--- src/inc/scsf_regs.vh ---
// Register map and field constants for the smart card status flag block
`ifndef SCSF_REGS_VH
`define SCSF_REGS_VH
// Byte offsets on the Wishbone bus
`define SCSF_STATUS_OFS 4'h0
`define SCSF_CTRL_OFS 4'h4
`define SCSF_MODE_OFS 4'h8
// Status register fields
`define SCSF_TXE_POS 7
`define SCSF_RXF_POS 6
`define SCSF_OVR_POS 5
`define SCSF_CERR_POS 4
// Control register fields
`define SCSF_TXEN_POS 5
`define SCSF_RXEN_POS 4
// Mode register fields
`define SCSF_CARD_SEL_POS 0
// Reset values
`define SCSF_STATUS_RST 8'h80
`define SCSF_CTRL_RST 8'h00
`define SCSF_MODE_RST 8'h00
`endif

--- src/rtl/scsf_status.v ---
// Smart card mode serial status flags with Wishbone register slave
`timescale 1ns/100ps
`include "scsf_regs.vh"

module scsf_status (
  input wire clk_i,
  input wire rst_i,
  input wire wb_cyc_i,
  input wire wb_stb_i,
  input wire wb_we_i,
  input wire [3:0] wb_adr_i,
  input wire [3:0] wb_sel_i,
  input wire [31:0] wb_dat_i,
  output reg [31:0] wb_dat_o,
  output reg wb_ack_o,
  input wire tx_load_i,
  input wire rx_done_i,
  input wire rx_ok_i,
  input wire [7:0] rx_data_i,
  input wire err_pin_i,
  input wire err_sample_i,
  input wire tx_dma_write_i,
  input wire rx_dma_read_i,
  input wire sync_mode_i,
  output wire tx_buffer_request_o,
  output wire rx_buffer_request_o,
  output wire transmitter_enable_bit_o,
  output wire receiver_enable_bit_o,
  output wire rx_allow_o,
  output wire tx_allow_o,
  output reg [7:0] rx_holding_register_o
);

  // ****************************************
  // Declarations
  // ****************************************
  reg tx_holding_empty_flag;
  reg rx_holding_full_flag;
  reg rx_overrun_flag;
  reg card_error_signal_flag;
  reg next_tx_holding_empty_flag;
  reg next_rx_holding_full_flag;
  reg next_rx_overrun_flag;
  reg next_card_error_signal_flag;
  reg [7:0] next_rx_holding_register;
  reg [7:0] serial_control_register;
  reg [7:0] smartcard_mode_register;
  reg [7:0] next_serial_control_register;
  reg [7:0] next_smartcard_mode_register;
  reg [31:0] next_wb_dat;
  reg [2:0] err_sync;
  reg err_level;
  wire bus_req;
  wire bus_rd;
  wire bus_wr;
  wire adr_status;
  wire adr_ctrl;
  wire adr_mode;
  wire rd_stat;
  wire wr_stat;
  wire wr_ctrl;
  wire wr_mode;
  wire card_sel;
  wire tx_en;
  wire rx_en;
  wire err_low;
  wire accept_rx;
  wire good_rx;
  wire late_rx;
  wire [3:0] flag_vec;
  wire [3:0] wr_bits;
  wire [3:0] seen_one;
  wire [3:0] clr_req;
  wire [7:0] status_byte;

  // ****************************************
  // Bus decode
  // ****************************************
  assign bus_req = wb_cyc_i & wb_stb_i & ~wb_ack_o;
  assign bus_rd = bus_req & ~wb_we_i;
  assign bus_wr = bus_req & wb_we_i & wb_sel_i[0];
  assign adr_status = (wb_adr_i == `SCSF_STATUS_OFS);
  assign adr_ctrl = (wb_adr_i == `SCSF_CTRL_OFS);
  assign adr_mode = (wb_adr_i == `SCSF_MODE_OFS);
  assign rd_stat = bus_rd & adr_status;
  assign wr_stat = bus_wr & adr_status;
  assign wr_ctrl = bus_wr & adr_ctrl;
  assign wr_mode = bus_wr & adr_mode;

  // ****************************************
  // Control bits and status byte
  // ****************************************
  assign card_sel = smartcard_mode_register[`SCSF_CARD_SEL_POS];
  assign tx_en = serial_control_register[`SCSF_TXEN_POS];
  assign rx_en = serial_control_register[`SCSF_RXEN_POS];
  assign flag_vec = {tx_holding_empty_flag,
                     rx_holding_full_flag,
                     rx_overrun_flag,
                     card_error_signal_flag};
  assign status_byte = {flag_vec, 4'h0};
  assign wr_bits = {wb_dat_i[`SCSF_TXE_POS],
                    wb_dat_i[`SCSF_RXF_POS],
                    wb_dat_i[`SCSF_OVR_POS],
                    wb_dat_i[`SCSF_CERR_POS]};

  // ****************************************
  // Outputs to the rest of the channel
  // ****************************************
  assign transmitter_enable_bit_o = tx_en;
  assign receiver_enable_bit_o = rx_en;
  assign tx_buffer_request_o = card_sel & tx_en & tx_holding_empty_flag;
  assign rx_buffer_request_o = card_sel & rx_holding_full_flag;
  assign rx_allow_o = rx_en & ~rx_overrun_flag;
  assign tx_allow_o = tx_en & ~(sync_mode_i & rx_overrun_flag);

  // ****************************************
  // Reception qualifiers
  // ****************************************
  // Overrun blocks any further reception
  assign accept_rx = card_sel & rx_en & rx_done_i & ~rx_overrun_flag;
  assign good_rx = accept_rx & rx_ok_i & ~rx_holding_full_flag;
  assign late_rx = accept_rx & rx_holding_full_flag;

  // ****************************************
  // Wishbone slave: one registered ack per request, a cycle after the strobe
  // ****************************************
  always @*
  begin
    next_wb_dat = wb_dat_o;
    if (bus_rd)
    begin
      case (wb_adr_i)
        `SCSF_STATUS_OFS: next_wb_dat = {24'h000000, status_byte};
        `SCSF_CTRL_OFS: next_wb_dat = {24'h000000, serial_control_register};
        `SCSF_MODE_OFS: next_wb_dat = {24'h000000, smartcard_mode_register};
        default: next_wb_dat = 32'h00000000;
      endcase
    end
  end

  always @*
  begin
    next_serial_control_register = serial_control_register;
    next_smartcard_mode_register = smartcard_mode_register;
    if (wr_ctrl)
      next_serial_control_register = wb_dat_i[7:0];
    if (wr_mode)
      next_smartcard_mode_register = wb_dat_i[7:0];
  end

  always @(posedge clk_i)
  begin
    if (rst_i)
    begin
      wb_ack_o <= 1'b0;
      wb_dat_o <= 32'h00000000;
      serial_control_register <= `SCSF_CTRL_RST;
      smartcard_mode_register <= `SCSF_MODE_RST;
    end
    else
    begin
      wb_ack_o <= bus_req;
      wb_dat_o <= next_wb_dat;
      serial_control_register <= next_serial_control_register;
      smartcard_mode_register <= next_smartcard_mode_register;
    end
  end

  // ****************************************
  // Error pin synchroniser
  // ****************************************
  // Idle line is high, so reset to high avoids a false error
  always @(posedge clk_i)
  begin
    if (rst_i)
    begin
      err_sync <= 3'h7;
      err_level <= 1'b1;
    end
    else
    begin
      err_sync <= {err_sync[1:0], err_pin_i};
      if (err_sync[1] == err_sync[2])
        err_level <= err_sync[2];
    end
  end

  assign err_low = err_sample_i & ~err_level;

  // ****************************************
  // Read-as-one memory per flag
  // ****************************************
  // A status write consumes the memory, so each clear needs a fresh read
  genvar gi;
  generate
    for (gi = 0; gi < 4; gi = gi + 1)
    begin : g_flag_mem
      reg seen;
      always @(posedge clk_i)
      begin
        if (rst_i)
          seen <= 1'b0;
        else if (rd_stat)
          seen <= flag_vec[gi];
        else if (wr_stat)
          seen <= 1'b0;
      end
      assign seen_one[gi] = seen;
      assign clr_req[gi] = wr_stat & ~wr_bits[gi] & seen;
    end
  endgenerate

  // ****************************************
  // Next flag values; hardware set wins over clear
  // ****************************************
  always @*
  begin
    next_tx_holding_empty_flag = tx_holding_empty_flag;
    if (card_sel)
    begin
      if (~tx_en)
        next_tx_holding_empty_flag = 1'b1;
      else if (tx_load_i)
        next_tx_holding_empty_flag = 1'b1;
      else if (clr_req[3])
        next_tx_holding_empty_flag = 1'b0;
      else if (tx_dma_write_i)
        next_tx_holding_empty_flag = 1'b0;
    end
  end

  always @*
  begin
    // Receiver enable gates only the set, through good_rx; the clears ignore it
    next_rx_holding_full_flag = rx_holding_full_flag;
    next_rx_holding_register = rx_holding_register_o;
    if (card_sel)
    begin
      if (good_rx)
      begin
        next_rx_holding_full_flag = 1'b1;
        next_rx_holding_register = rx_data_i;
      end
      else if (clr_req[2])
        next_rx_holding_full_flag = 1'b0;
      else if (rx_dma_read_i)
        next_rx_holding_full_flag = 1'b0;
    end
  end

  always @*
  begin
    next_rx_overrun_flag = rx_overrun_flag;
    if (card_sel)
    begin
      // Holding register keeps older data on overrun
      if (late_rx)
        next_rx_overrun_flag = 1'b1;
      else if (clr_req[1])
        next_rx_overrun_flag = 1'b0;
    end
  end

  always @*
  begin
    next_card_error_signal_flag = card_error_signal_flag;
    if (card_sel)
    begin
      if (err_low)
        next_card_error_signal_flag = 1'b1;
      else if (clr_req[0])
        next_card_error_signal_flag = 1'b0;
    end
  end

  // ****************************************
  // Flag registers
  // ****************************************
  always @(posedge clk_i)
  begin
    if (rst_i)
    begin
      tx_holding_empty_flag <= 1'b1;
      rx_holding_full_flag <= 1'b0;
      rx_overrun_flag <= 1'b0;
      card_error_signal_flag <= 1'b0;
      rx_holding_register_o <= 8'h00;
    end
    else
    begin
      tx_holding_empty_flag <= next_tx_holding_empty_flag;
      rx_holding_full_flag <= next_rx_holding_full_flag;
      rx_overrun_flag <= next_rx_overrun_flag;
      card_error_signal_flag <= next_card_error_signal_flag;
      rx_holding_register_o <= next_rx_holding_register;
    end
  end

endmodule // scsf_status
--- config.mk ---
export PLATFORM = sky130hd
export DESIGN_NAME = scsf_status
export DESIGN_NICKNAME = d
export VERILOG_FILES = /design/src/rtl/scsf_status.v
export VERILOG_INCLUDE_DIRS = /design/src /design/src/inc
export SDC_FILE = /design/constraint.sdc
export NUM_CORES = 1
export LEC_CHECK = 0
export BUFFER_PORTS_ARGS = -buffer_cell sky130_fd_sc_hd__buf_2
export CORE_ASPECT_RATIO = 2
export CORE_UTILIZATION = 24
export DETAILED_ROUTE_END_ITERATION = 10
export GPL_TIMING_DRIVEN = 1
export PLACE_DENSITY = 0.51
export SLEW_MARGIN = 20
export SYNTH_ARGS = -nofsm -noshare
export SYNTH_HDL_FRONTEND = slang
export SYNTH_SLANG_ARGS = --single-unit
--- constraint.sdc ---
create_clock -name clk_i -period 2.84 [get_ports clk_i]
set_input_delay 0.426 -clock clk_i [delete_from_list [all_inputs] [get_ports clk_i]]
set_output_delay 0.426 -clock clk_i [all_outputs]
set_load 0.01 [all_outputs]
======== Word level (Yosys, flattened, before mapping) ========
Cells that the tools add are included.
storage, ports and cells
  register bits ........................... 69
  bits in latches ......................... 0
  bits in writable memories ............... 0
  ROM bits ................................ 0
  input bits .............................. 61
  output and inout port bits .............. 47
  word-level logic and storage cells ...... 86
  memories kept ........................... 0
cells by class
  $add $sub $neg .......................... 0
  multipliers ............................. 0
  div/mod/pow operators ................... 0
  order comparisons ....................... 0
  equal/unequal tests ..................... 4
  shift-type cells ........................ 0
  mux-type cells .......................... 17
  bitwise logic cells ..................... 40
  reductions and logical operators ........ 10
operator list
  operator              count
  $and A1 B1 Y1         30
  $pmux W8 S3           1
  $mux W1               16
  $not A1 Y1            10
  $reduce_and A2 Y1     5
  $reduce_bool A2 Y1    3
  $eq A4 B3 Y1 const B  1
  $eq A4 B4 Y1 const B  1
  $logic_not A4 Y1      1
  $ne A4 B3 Y1 const B  1
  $reduce_bool A3 Y1    1
  $eq A1 B1 Y1          1

======== Longest topological paths before layout ========
Gate-level depths: netlist (run 1).
  word-level depth ........................ 10
  depth in mapped cells ................... 5

======== Least setup slack after synthesis (run 1) ========
OpenSTA, ideal clock, no wires.
  kind .................................... input to register
  from .................................... input port wb_adr_i[1]
  to ...................................... register card_error_signal_flag
  setup time .............................. 116 ps
  data arrival time ....................... 1,780 ps
  path slack .............................. 944 ps
  cell stages on the path ................. 4
  cell sequence ........................... or4_1 -> clkbuf_1 -> or4_1 -> a31o_1
between the ends
  longest elaborated chain between the ends .. 6
ends and longest elaborated chain
  what                                 RTL line           source
  start: declaration                   scsf_status.v:11   input wire [3:0] wb_adr_i,
  $logic_not A4 Y1                     n/a
  $and A1 B1 Y1                        scsf_status.v:86   assign wr_stat = bus_wr & adr_status;
  $and A1 B1 Y1 (2 in a row)           scsf_status.v:209  assign clr_req[gi] = wr_stat & ~wr_bits[gi] & seen;
  $reduce_bool A2 Y1 (no source line)  n/a
  $reduce_and A2 Y1 (no source line)   n/a
  end signal: assignment               scsf_status.v:294  card_error_signal_flag <= next_card_error_signal_flag;
  end: declaration                     scsf_status.v:40   reg card_error_signal_flag;
Every way passes these cells.
A chain may end at the register's enable or synchronous reset.

======== Worst setup path after layout (run 1) ========
  from .................................... input port wb_adr_i[3]
  to ...................................... register smartcard_mode_register[4]
between the ends
  longest elaborated chain between the ends .. 2
ends and longest elaborated chain
  what                    RTL line           source
  $eq A4 B4 Y1            n/a
  $and A1 B1 Y1           scsf_status.v:88   assign wr_mode = bus_wr & adr_mode;
  end signal: assignment  scsf_status.v:158  smartcard_mode_register <= `SCSF_MODE_RST;
  end signal: assignment  scsf_status.v:165  smartcard_mode_register <= next_smartcard_mode_register;
  end: declaration        scsf_status.v:47   reg [7:0] smartcard_mode_register;
Every way passes these cells.

==> results of run 1 <==
flip-flops by register name, indices dropped and copies added, names as in the netlist:
signal and flops:
rx_holding_register_o 8, err_sync 3, serial_control_register 8, wb_ack_o 1, tx_holding_empty_flag 1, wb_dat_o 8, rx_overrun_flag 1, g_flag_mem.seen 4
rx_holding_full_flag 1, card_error_signal_flag 1, smartcard_mode_register 8, err_level 1
metrics by stage:
step | setup slack (ns) | hold slack, ns | instances
after floorplan | 0.9444 | 0.3895 | 258
after global placement | 0.6621 | 0.3955 | 381
after detailed placement | 0.6501 | 0.3938 | 381
after CTS | 0.9338 | 0.3107 | 389
after global routing | 0.8230 | 0.3166 | 389
final | 0.9285 | 0.3195 | 389
per-layer routing:
metal / vias to the layer above / GRT usage (%)
met5: - / 0
met4: 0 / 5.440
met3: 7 / 3.378
met2: 63 / 24.13
met1: 818 / 12.59
li1: 890 / -
power by group:
group          internal, mW  switching, mW  total (mW)
Clock                 0.439          0.247       0.686
Combinational        0.0325         0.0628      0.0953
Sequential            0.634        0.00140       0.635
Total                  1.11          0.311        1.42
layout make-up:
class / instances / area share (%)
clock inverter: 2 / 1.450
inverter: 1 / 0.1450
timing repair buffer: 61 / 12.28
sequential: 45 / 34.80
multi-input combinational: 174 / 41.13
clock buffer: 6 / 5.365
tap: 100 / 4.833
cells in the mapped netlist (all sizes together), types with 2 or more instances:
library cell	instances
nor2b	4
or4	3
nand2	33
or2	4
buf	29
a22o	8
nor2	2
clkbuf	9
nor4	2
o21ai	10
mux2i	20
nor3	2
and2	2
nand2b	5
a211o	4
dfxtp	45
o2bb2ai	4
nand3b	10
nand3	9
a21oi	15
worst min path at each step:
stage                  end  slack (ns)  depth (start not counted)
5_1_grt        err_sync[0]        0.32                          2
2_1_floorplan  err_sync[1]        0.39                          1
6_report       err_sync[0]        0.32                          2
3_5_place_dp   err_sync[1]        0.39                          1
3_3_place_gp   err_sync[1]        0.40                          1
4_1_cts        err_sync[0]        0.31                          2
logic make-up (layout without fill, tap and decap cells):
| group | count (synthesis) | count (layout) | share of synthesized area, % |
|---|---|---|---|
| AND/OR/NAND/NOR | 83 | 83 | 21.39 |
| AO/OA/AOI/OAI | 47 | 47 | 14.99 |
| flip-flops | 45 | 45 | 42.65 |
| buffers and inverters | 39 | 70 | 11.31 |
| multiplexers | 20 | 20 | 9.479 |
| other | 1 | 24 | 0.1776 |
critical path, cell delays in order:
cell     delay [ns]
buf_2          0.25
nor2b_1        0.37
nor4b_2        0.59
buf_4          0.28
mux2i_1        0.20
==> out/qor_table.md, run 1 <==
| Stage | Result | Value |
|---|---|---|
| outcome | Result of the run | complete, no violations |
| timing | Hold violation count in the final report | 0 |
| power | Total power divided by cell area | 547.2 nW/µm² |
| cells and area | Layout overhead on the synthesized area | 22.57% |
| clocking | H-tree level count | 2 |
| timing | Slew at the pin with the worst max-slew slack | 0.7410 ns |
| placed design | Cell area after placement | 2412 µm² |
| global route | Overall overflow remaining after global route | 0 |
| clocking | Root Buffer | clkbuf_16 |
| worst hold path | Worst hold path type | primary input to flip-flop |
| setup path | Worst setup path endpoint | smartcard_mode_register[4] |
| floorplan | Initial Utilization | 24.59% |
| clocking | Maximum buffer depth of the clock tree | 2 |
| routing | Routed wire length | 5.560 mm |
| routing | Routed metal-1 wire length | 2.134 mm |
| clocking | Number of sinks on the clock net | 45 |
| clocking | Hold_buf cts | 0 |
| logic synthesis | Count of state elements after synthesis | 45 |
| timing | Maximum clock frequency | 0.5232 GHz |
| timing | Unrepaired setup endpoints after global routing | false |
| setup path | Crit Path Class | primary input to flip-flop |
| placed design | Final Wtd Congestion | 0.7529 |
| logic synthesis | Fraction of synthesized cell area taken by the top area cell type | 42.65% |
| routing | Number of nets with antenna violations after detailed routing | 0 |
| global route | Wire length of the first global-routing pass | 8.625 mm |
| logic synthesis | Main flop type after synthesis | dfxtp_1 |
| routing | Pre-antenna DRT Iters | 4 |
| routing | Final routed DRC violation total | 0 |
| cells and area | Nets@finish | 349 |
| timing | Setup Total Neg Slack | 0 ns |
| cells and area | Share of layout cells above drive strength 1 | 25.61% |
| timing | Final critical path time including I/O delays and setup | 1.911 ns |
| global route | Overall routing resource usage | 12.94% |
| logic synthesis | Unique cell type count in the Yosys netlist | 37 |
| cells and area | Area taken by multi-input logic gates | 1065 µm² |
| logic synthesis | Post-synthesis area per instance | 8.987 µm² |
| setup path | Launching element type of the critical path | primary input |
| setup path | Worst R2R Path Depth | 5 |
| setup path | Kind of end point of the critical path | flip-flop |
| logic synthesis | Synthesized cell area | 2112 µm² |
| logic synthesis | Biggest area contributors in the synthesized netlist | dfxtp_1 (43%), mux2i_1 (9.5%), buf_4 (8.5%), nand2_1 (5.9%), a21oi_1 (3.6%) |
| setup path | Crit path launch | wb_adr_i[3] |
| routing | Wire length on met3 | 250 µm |
| floorplan | Die H | 134.7 µm |
| floorplan | Core area | 8588 µm² |
| routing | Top layer reached by signal wires | met4 |
| routing | Detail-routed net length per standard cell | 14.29 µm |
| power | Static Leakage | 1.094 nW |
| routing | DRC marker count from the first detailed-route iteration | 30 |
| cells and area | Antenna diode instance count | 0 |
| placed design | Count of port buffers added during placement | 56 |
| logic synthesis | Number of flops mapped to enable cells by yosys | 0 |
| clocking | Clock insertion delay at the later pin of the skew report | 0.29 ns |
| setup path | Highest fanout seen on the critical path | 16 |
| logic synthesis | Synthesis Warnings | 0 |
| worst hold path | Hold Startpoint | err_pin_i |
| setup path | CP Data Required Time | 3.05 ns |
| logic synthesis | Largest area contributor in the netlist | dfxtp_1 |
| setup path | Startpoint of the lowest-slack register-to-register path | wb_ack_o |
| cells and area | Share of the core filled with cells | 30.14% |
| clocking | Clock tree from TritonCTS | built |
| setup path | Data arrival time of the critical path | 2.12 ns |
| cells and area | Top library cells by usage in the layout, fill and taps aside | buf_2 (56), dfxtp_1 (45), nand2_1 (33) |
| floorplan | Top-level port count | 108 |
| logic synthesis | Number of standard cells after synthesis | 235 |
| timing | Final clock skew | 0.004090 ns |
| cells and area | Area of all placed cells without fillers | 2589 µm² |
| clocking | Reg clk slew, reported paths | 0.06 ns |
| flow run | Max capacitance violation total | 0 |
| logic synthesis | Fraction of registers with async set or reset after synthesis | 0% |
| routing | Met2 routed wirelength | 3.054 mm |
| setup path | Flop-to-flop setup slack | 1.06 ns |
| power | Maximum vdd drop | 0.1918 mV |
| placed design | DPL Wire Length | 4.218 mm |
| floorplan | Die ar. | 9202 µm² |
| global route | Maximum number of pins on one net before global-route repair | 29 |
| timing | Final-report max-slew violation count | 0 |
| setup path | Worst reg2reg endpoint | smartcard_mode_register[4] |
| logic synthesis | Share of the yosys chip area belonging to registers | 42.65% |
| timing | Portion of the clock cycle consumed by the worst path in the final layout | 67.30% |
| routing | Routed vias | 1778 |
| timing | Setup violation total in the final timing report | 0 |
| cells and area | Filler instances | 932 |
| routing | Number of vias per cell | 4.571 |
| cells and area | Leading cell type in the layout, fill and taps excluded | buf_2 |
| clocking | Post-cts sizing count | 0 |
| global route | Initial antenna violation count | 0 |
| floorplan | Standard-cell rows | 48 |
| clocking | Num CTS Buffers | 5 |
| cells and area | FF/Latch Area | 900.9 µm² |
| floorplan | Die width | 68.33 µm |
| timing | Max_slew headroom | 50.47% |
| global route | Number of global-route vias before repair | 1706 |
| power | Design Power | 1.416 mW |
| clocking | Number of setup buffers added after CTS | 0 |
No activity file was read; power rests on OpenSTA's default activity.
==> run 2: changes to the inputs <==
Settings changed: PLACE_DENSITY 0.51 to 0.52.
Clock period 2.84 ns to 1.7 ns, I/O delays scaled along.
==> run 2 against run 1 <==
Compared with the run above: die area unchanged; sequential power increased by 67%; worst setup slack lost 0.78 ns; first-iteration DRC count up 73%; flip-flop and latch count did not move; total power is 54% higher; register-to-register slack got worse by 0.84 ns.
==> out/qor_table.md, run 2 (synthesis gave the netlist of run 1 again) <==
| Stage | Result | Value |
|---|---|---|
| routing | Final routed DRC violation total | 0 |
| clocking | Number of setup buffers added after CTS | 0 |
| cells and area | Area of all placed cells without fillers | 2669 µm² |
| timing | Setup violation total in the final timing report | 0 |
| global route | Initial antenna violation count | 0 |
| placed design | Cell area after placement | 2532 µm² |
| routing | Detail-routed net length per standard cell | 14.15 µm |
| cells and area | Non-filler instance count after layout | 405 |
| setup path | Crit Path Class | primary input to flip-flop |
| timing | Final critical path time including I/O delays and setup | 1.549 ns |
| clocking | Reg clk slew, reported paths | 0.06 ns |
| cells and area | FF/Latch Area | 900.9 µm² |
| global route | Number of global-route vias before repair | 1763 |
| setup path | Crit path top cell by count | or4_1 |
| cells and area | Nets@finish | 365 |
| timing | Final clock skew | 0.003303 ns |
| clocking | Maximum buffer depth of the clock tree | 2 |
| placed design | Cells after DPL | 397 |
| routing | Number of vias per cell | 4.664 |
| cells and area | Area taken by multi-input logic gates | 1065 µm² |
| floorplan | Initial Utilization | 24.59% |
| global route | GRT met3 Usage | 3.041% |
| routing | Routed wire length | 5.731 mm |
| clocking | Num CTS Buffers | 5 |
| setup path | Highest fanout seen on the critical path | 4 |
| flow run | Max capacitance violation total | 0 |
| setup path | Largest delay contributor family on the critical path | simple AND/OR/NAND/NOR gates |
| cells and area | Filler instances | 935 |
| clocking | Post-cts sizing count | 0 |
| worst hold path | Worst hold path type | primary input to flip-flop |
| timing | Final-report max-slew violation count | 0 |
| cells and area | Layout overhead on the synthesized area | 26.36% |
| setup path | Max stage delay cell, worst path | or4_1 |
| global route | Met1 layer usage reported by global route | 13.21% |
| timing | Hold violation count in the final report | 0 |
| clocking | Hold_buf cts | 0 |
| cells and area | Share of the core filled with cells | 31.08% |
| floorplan | Standard-cell rows | 48 |
| placed design | Count of port buffers added during placement | 56 |
| setup path | Crit-path cells | buf_2 -> or4_1 -> or4_1 -> a31o_1 |
| clocking | Clock insertion delay at the later pin of the skew report | 0.29 ns |
| clocking | Clock tree from TritonCTS | built |
| floorplan | Die H | 134.7 µm |
| global route | Wire length of the first global-routing pass | 8.859 mm |
| setup path | Delay of the slowest critical-path stage | 0.63 ns |
| floorplan | Die ar. | 9202 µm² |
| global route | Most utilized layer in the global route result | met2 |
| outcome | Result of the run | complete, no violations |
| setup path | Buf/Inv on CP | 1 |
| power | Total power divided by cell area | 815.4 nW/µm² |
| setup path | CP Data Required Time | 1.88 ns |
| placed design | DPL Wire Length | 4.506 mm |
| routing | DRC marker count from the first detailed-route iteration | 52 |
| global route | Maximum number of pins on one net before global-route repair | 27 |
| floorplan | Die width | 68.33 µm |
| setup path | Data arrival time of the critical path | 1.73 ns |
| routing | Number of nets with antenna violations after detailed routing | 0 |
| floorplan | Core area | 8588 µm² |
| cells and area | Share of layout cells above drive strength 1 | 28.52% |
| clocking | Number of sinks on the clock net | 45 |
| timing | Maximum clock frequency | 0.6456 GHz |
| cells and area | Leading cell type in the layout, fill and taps excluded | buf_2 |
| routing | Routed vias | 1889 |
| floorplan | Top-level port count | 108 |
| power | Static Leakage | 1.153 nW |
| timing | Portion of the clock cycle consumed by the worst path in the final layout | 91.12% |
| power | Maximum vdd drop | 0.3664 mV |
| clocking | H-tree level count | 2 |
| setup path | Kind of end point of the critical path | flip-flop |
| routing | Pre-antenna DRT Iters | 4 |
| global route | Met2 routing resource usage after global routing | 24.84% |
| cells and area | Top library cells by usage in the layout, fill and taps aside | buf_2 (56), dfxtp_1 (45), nand2_1 (33) |
| clocking | Root Buffer | clkbuf_16 |
| placed design | Final Wtd Congestion | 0.7846 |
| setup path | Launching element type of the critical path | primary input |
| global route | Overall overflow remaining after global route | 0 |
| global route | Overall routing resource usage | 13.54% |
| cells and area | Antenna diode instance count | 0 |
| timing | Unrepaired setup endpoints after global routing | false |
## run 2: worst paths after layout
| path | start | end | slack (ns) | cells after the start |
|---|---|---|---|---|
| max | wb_adr_i[1] | card_error_signal_flag | 0.15 | 4 |
| min | err_pin_i | err_sync[0] | 0.15 | 2 |
| max reg2reg | wb_ack_o | card_error_signal_flag | 0.22 | 4 |
| min reg2reg | err_sync[0] | err_sync[1] | 0.41 | 1 |
## run 2: per-layer routing
layer	part of all wire, %	vias up
li1	-	930
met2	56	63
met1	37	886
met4	3.3	0
met5	0	-
met3	3.9	10
## run 2: metrics by stage
| stage | setup slack, ns | setup TNS (ns) | total power [mW] | hold WS, ns |
|---|---|---|---|---|
| after floorplan | 0.02420 | 0 | 1.213 | 0.3588 |
| after global placement | -0.1321 | -0.4347 | 1.259 | 0.3950 |
| after detailed placement | -0.1494 | -0.4877 | 1.259 | 0.4021 |
| after CTS | 0.1500 | 0 | 2.210 | 0.1484 |
| after global routing | 0.1386 | 0 | 2.271 | 0.1532 |
| final | 0.1510 | 0 | 2.176 | 0.1522 |
## run 2: area by class of cell
class	instances	area share (%)
flip-flops and latches	45	33.76
multi-input cells	174	39.90
well taps	100	4.688
repair buffers	77	16.41
clock buffers	8	5.110
inverters	1	0.1406
## run 2: report_power, final
group / internal, mW / switching (mW)
Combinational: 0.0655 / 0.107
Clock: 0.547 / 0.395
Sequential: 1.06 / 0.00228
Total: 1.67 / 0.504
## run 2: worst reg2reg max path, cell delays in order, from the launching register on
cell	delay [ns]
dfxtp_1	0.31
nand3b_1	0.17
buf_4	0.18
or4_1	0.53
a31o_1	0.19
==> run 3: changes to the inputs <==
Settings changed: BUFFER_PORTS_ARGS -buffer_cell sky130_fd_sc_hd__buf_2 to -buffer_cell sky130_fd_sc_hd__buf_4, CTS_CLUSTER_DIAMETER set to 150.
==> run 3 against run 2 <==
Compared with the run above: non-clock buffer count is 1 higher; final cell count stayed put; sequential power hardly changed; count of clock-buffer cells in the layout is 1 lower; sequential share of layout area is 1.9 points lower; worst setup slack better by 0.0061 ns; global-route usage is 0.083 points higher; die area stayed put; clock skew is 0.0016 ns higher; cell area is 6.0% higher.
==> out/qor_table.md, run 3 (synthesis gave the netlist of run 1 again) <==
| Stage | Result | Value |
|---|---|---|
| clocking | Maximum buffer depth of the clock tree | 2 |
| placed design | Worst slack, placed | -0.2956 ns |
| global route | Wire length of the first global-routing pass | 9.004 mm |
| flow run | Max capacitance violation total | 0 |
| cells and area | Layout overhead on the synthesized area | 33.95% |
| routing | Number of nets with antenna violations after detailed routing | 0 |
| timing | Maximum clock frequency | 0.6481 GHz |
| placed design | Final Wtd Congestion | 0.8459 |
| power | Maximum vdd drop | 0.4013 mV |
| routing | Routed vias | 1856 |
| floorplan | Core area | 8588 µm² |
| setup path | Startpoint of the lowest-slack register-to-register path | wb_ack_o |
| clocking | Number of setup buffers added after CTS | 0 |
| power | Static Leakage | 1.188 nW |
| routing | DRC marker count from the first detailed-route iteration | 59 |
| routing | Final routed DRC violation total | 0 |
| timing | Setup Total Neg Slack | 0 ns |
| routing | Detail-routed net length per standard cell | 14.39 µm |
| timing | Portion of the clock cycle consumed by the worst path in the final layout | 90.76% |
| floorplan | Standard-cell rows | 48 |
| timing | Fin worst setup slack | 0.1571 ns |
| timing | Final clock skew | 0.004945 ns |
| setup path | Highest fanout seen on the critical path | 4 |
| clocking | Root Buffer | clkbuf_16 |
| floorplan | Top-level port count | 108 |
| cells and area | Top library cells by usage in the layout, fill and taps aside | buf_4 (78), dfxtp_1 (45), nand2_1 (33) |
| cells and area | Filler instances | 918 |
| clocking | Clock insertion delay at the later pin of the skew report | 0.29 ns |
| setup path | Delay of the slowest critical-path stage | 0.61 ns |
| floorplan | Die ar. | 9202 µm² |
| routing | Routed wire length | 5.829 mm |
| timing | Hold violation count in the final report | 0 |
| power | Total power divided by cell area | 785.1 nW/µm² |
| global route | Overall overflow remaining after global route | 0 |
| clocking | H-tree level count | 2 |
| clocking | Post-cts sizing count | 1 |
| clocking | Num CTS Buffers | 5 |
| clocking | Hold_buf cts | 0 |
| placed design | Cell area after placement | 2680 µm² |
| timing | Final-report max-slew violation count | 0 |
| clocking | Number of sinks on the clock net | 45 |
| setup path | Crit path top cell by count | or4_1 |
| clocking | Clock tree from TritonCTS | built |
| setup path | Launching element type of the critical path | primary input |
| worst hold path | Hold Startpoint | err_pin_i |
| routing | Number of vias per cell | 4.583 |
| cells and area | Antenna diode instance count | 0 |
| worst hold path | Worst hold path type | primary input to flip-flop |
| global route | Number of global-route vias before repair | 1839 |
| floorplan | Die width | 68.33 µm |
| setup path | Crit path launch | wb_adr_i[1] |
| setup path | Crit Path Class | primary input to flip-flop |
| floorplan | Die H | 134.7 µm |
| cells and area | Area of all placed cells without fillers | 2829 µm² |
| power | Design Power | 2.221 mW |
| placed design | Cells after DPL | 398 |
| setup path | Max stage delay cell, worst path | or4_1 |
| timing | Unrepaired setup endpoints after global routing | false |
| cells and area | Share of layout cells above drive strength 1 | 29.51% |
| routing | Pre-antenna DRT Iters | 4 |
| setup path | Flop-to-flop setup slack | 0.19 ns |
| outcome | Result of the run | complete, no violations |
| timing | Setup violation total in the final timing report | 0 |
| placed design | Count of port buffers added during placement | 56 |
| setup path | Kind of end point of the critical path | flip-flop |
| cells and area | Leading cell type in the layout, fill and taps excluded | buf_4 |
| global route | Overall routing resource usage | 13.62% |
| setup path | Crit-path cells | buf_4 -> or4_1 -> or4_1 -> a31o_1 |
| placed design | DPL Wire Length | 4.632 mm |
| setup path | CP Data Required Time | 1.88 ns |
| cells and area | Non-filler instance count after layout | 405 |
| floorplan | Initial Utilization | 24.59% |
| timing | Final critical path time including I/O delays and setup | 1.543 ns |
| clocking | Reg clk slew, reported paths | 0.06 ns |
| global route | Maximum number of pins on one net before global-route repair | 18 |
| global route | Initial antenna violation count | 0 |
| setup path | Data arrival time of the critical path | 1.73 ns |
| cells and area | Nets@finish | 366 |
run 3: final timing paths:
kind,to,cells after the start
hold / removal,err_sync[0],2
setup / recovery,card_error_signal_flag,4
hold reg to reg,err_sync[1],1
setup reg to reg,card_error_signal_flag,4
run 3: metrics by stage:
step | util (%) | hold slack (ns)
after floorplan | - | 0.3588
after global placement | 31.21 | 0.3943
after detailed placement | 31.21 | 0.3966
after CTS | 32.94 | 0.1432
after global routing | 32.94 | 0.1456
final | 32.94 | 0.1521
run 3: report_power, final:
group          total [mW]  switching, mW  internal [mW]  leakage (nW)
clock               0.962          0.385          0.577        0.0700
combinational       0.197          0.108         0.0889         0.755
sequential           1.06        0.00239           1.06         0.363
run 3: layer usage:
layer	track usage, %	wire, µm	share of wire (%)	vias to the layer above
li1	-	-	-	926
met1	12.58	2005	34	849
met2	25.65	3353	58	69
met3	3.041	258	4.4	12
met4	7.407	212	3.6	0
met5	0	0	0	-
run 3: layout make-up:
cell class / count / area [µm²] / area share, %
sequential: 45 / 900.9 / 31.84
inverter: 1 / 3.754 / 0.1327
multi-input combinational: 174 / 1071 / 37.86
clock buffer: 7 / 142.6 / 5.042
timing repair buffer: 78 / 585.6 / 20.70
tap: 100 / 125.1 / 4.423
run 3: critical path: cells and delay by family:
kind                   cells  cell delay, ns
AO/OA/AOI/OAI              1            0.19
buffers and inverters      1            0.11
AND/OR/NAND/NOR            2            1.16
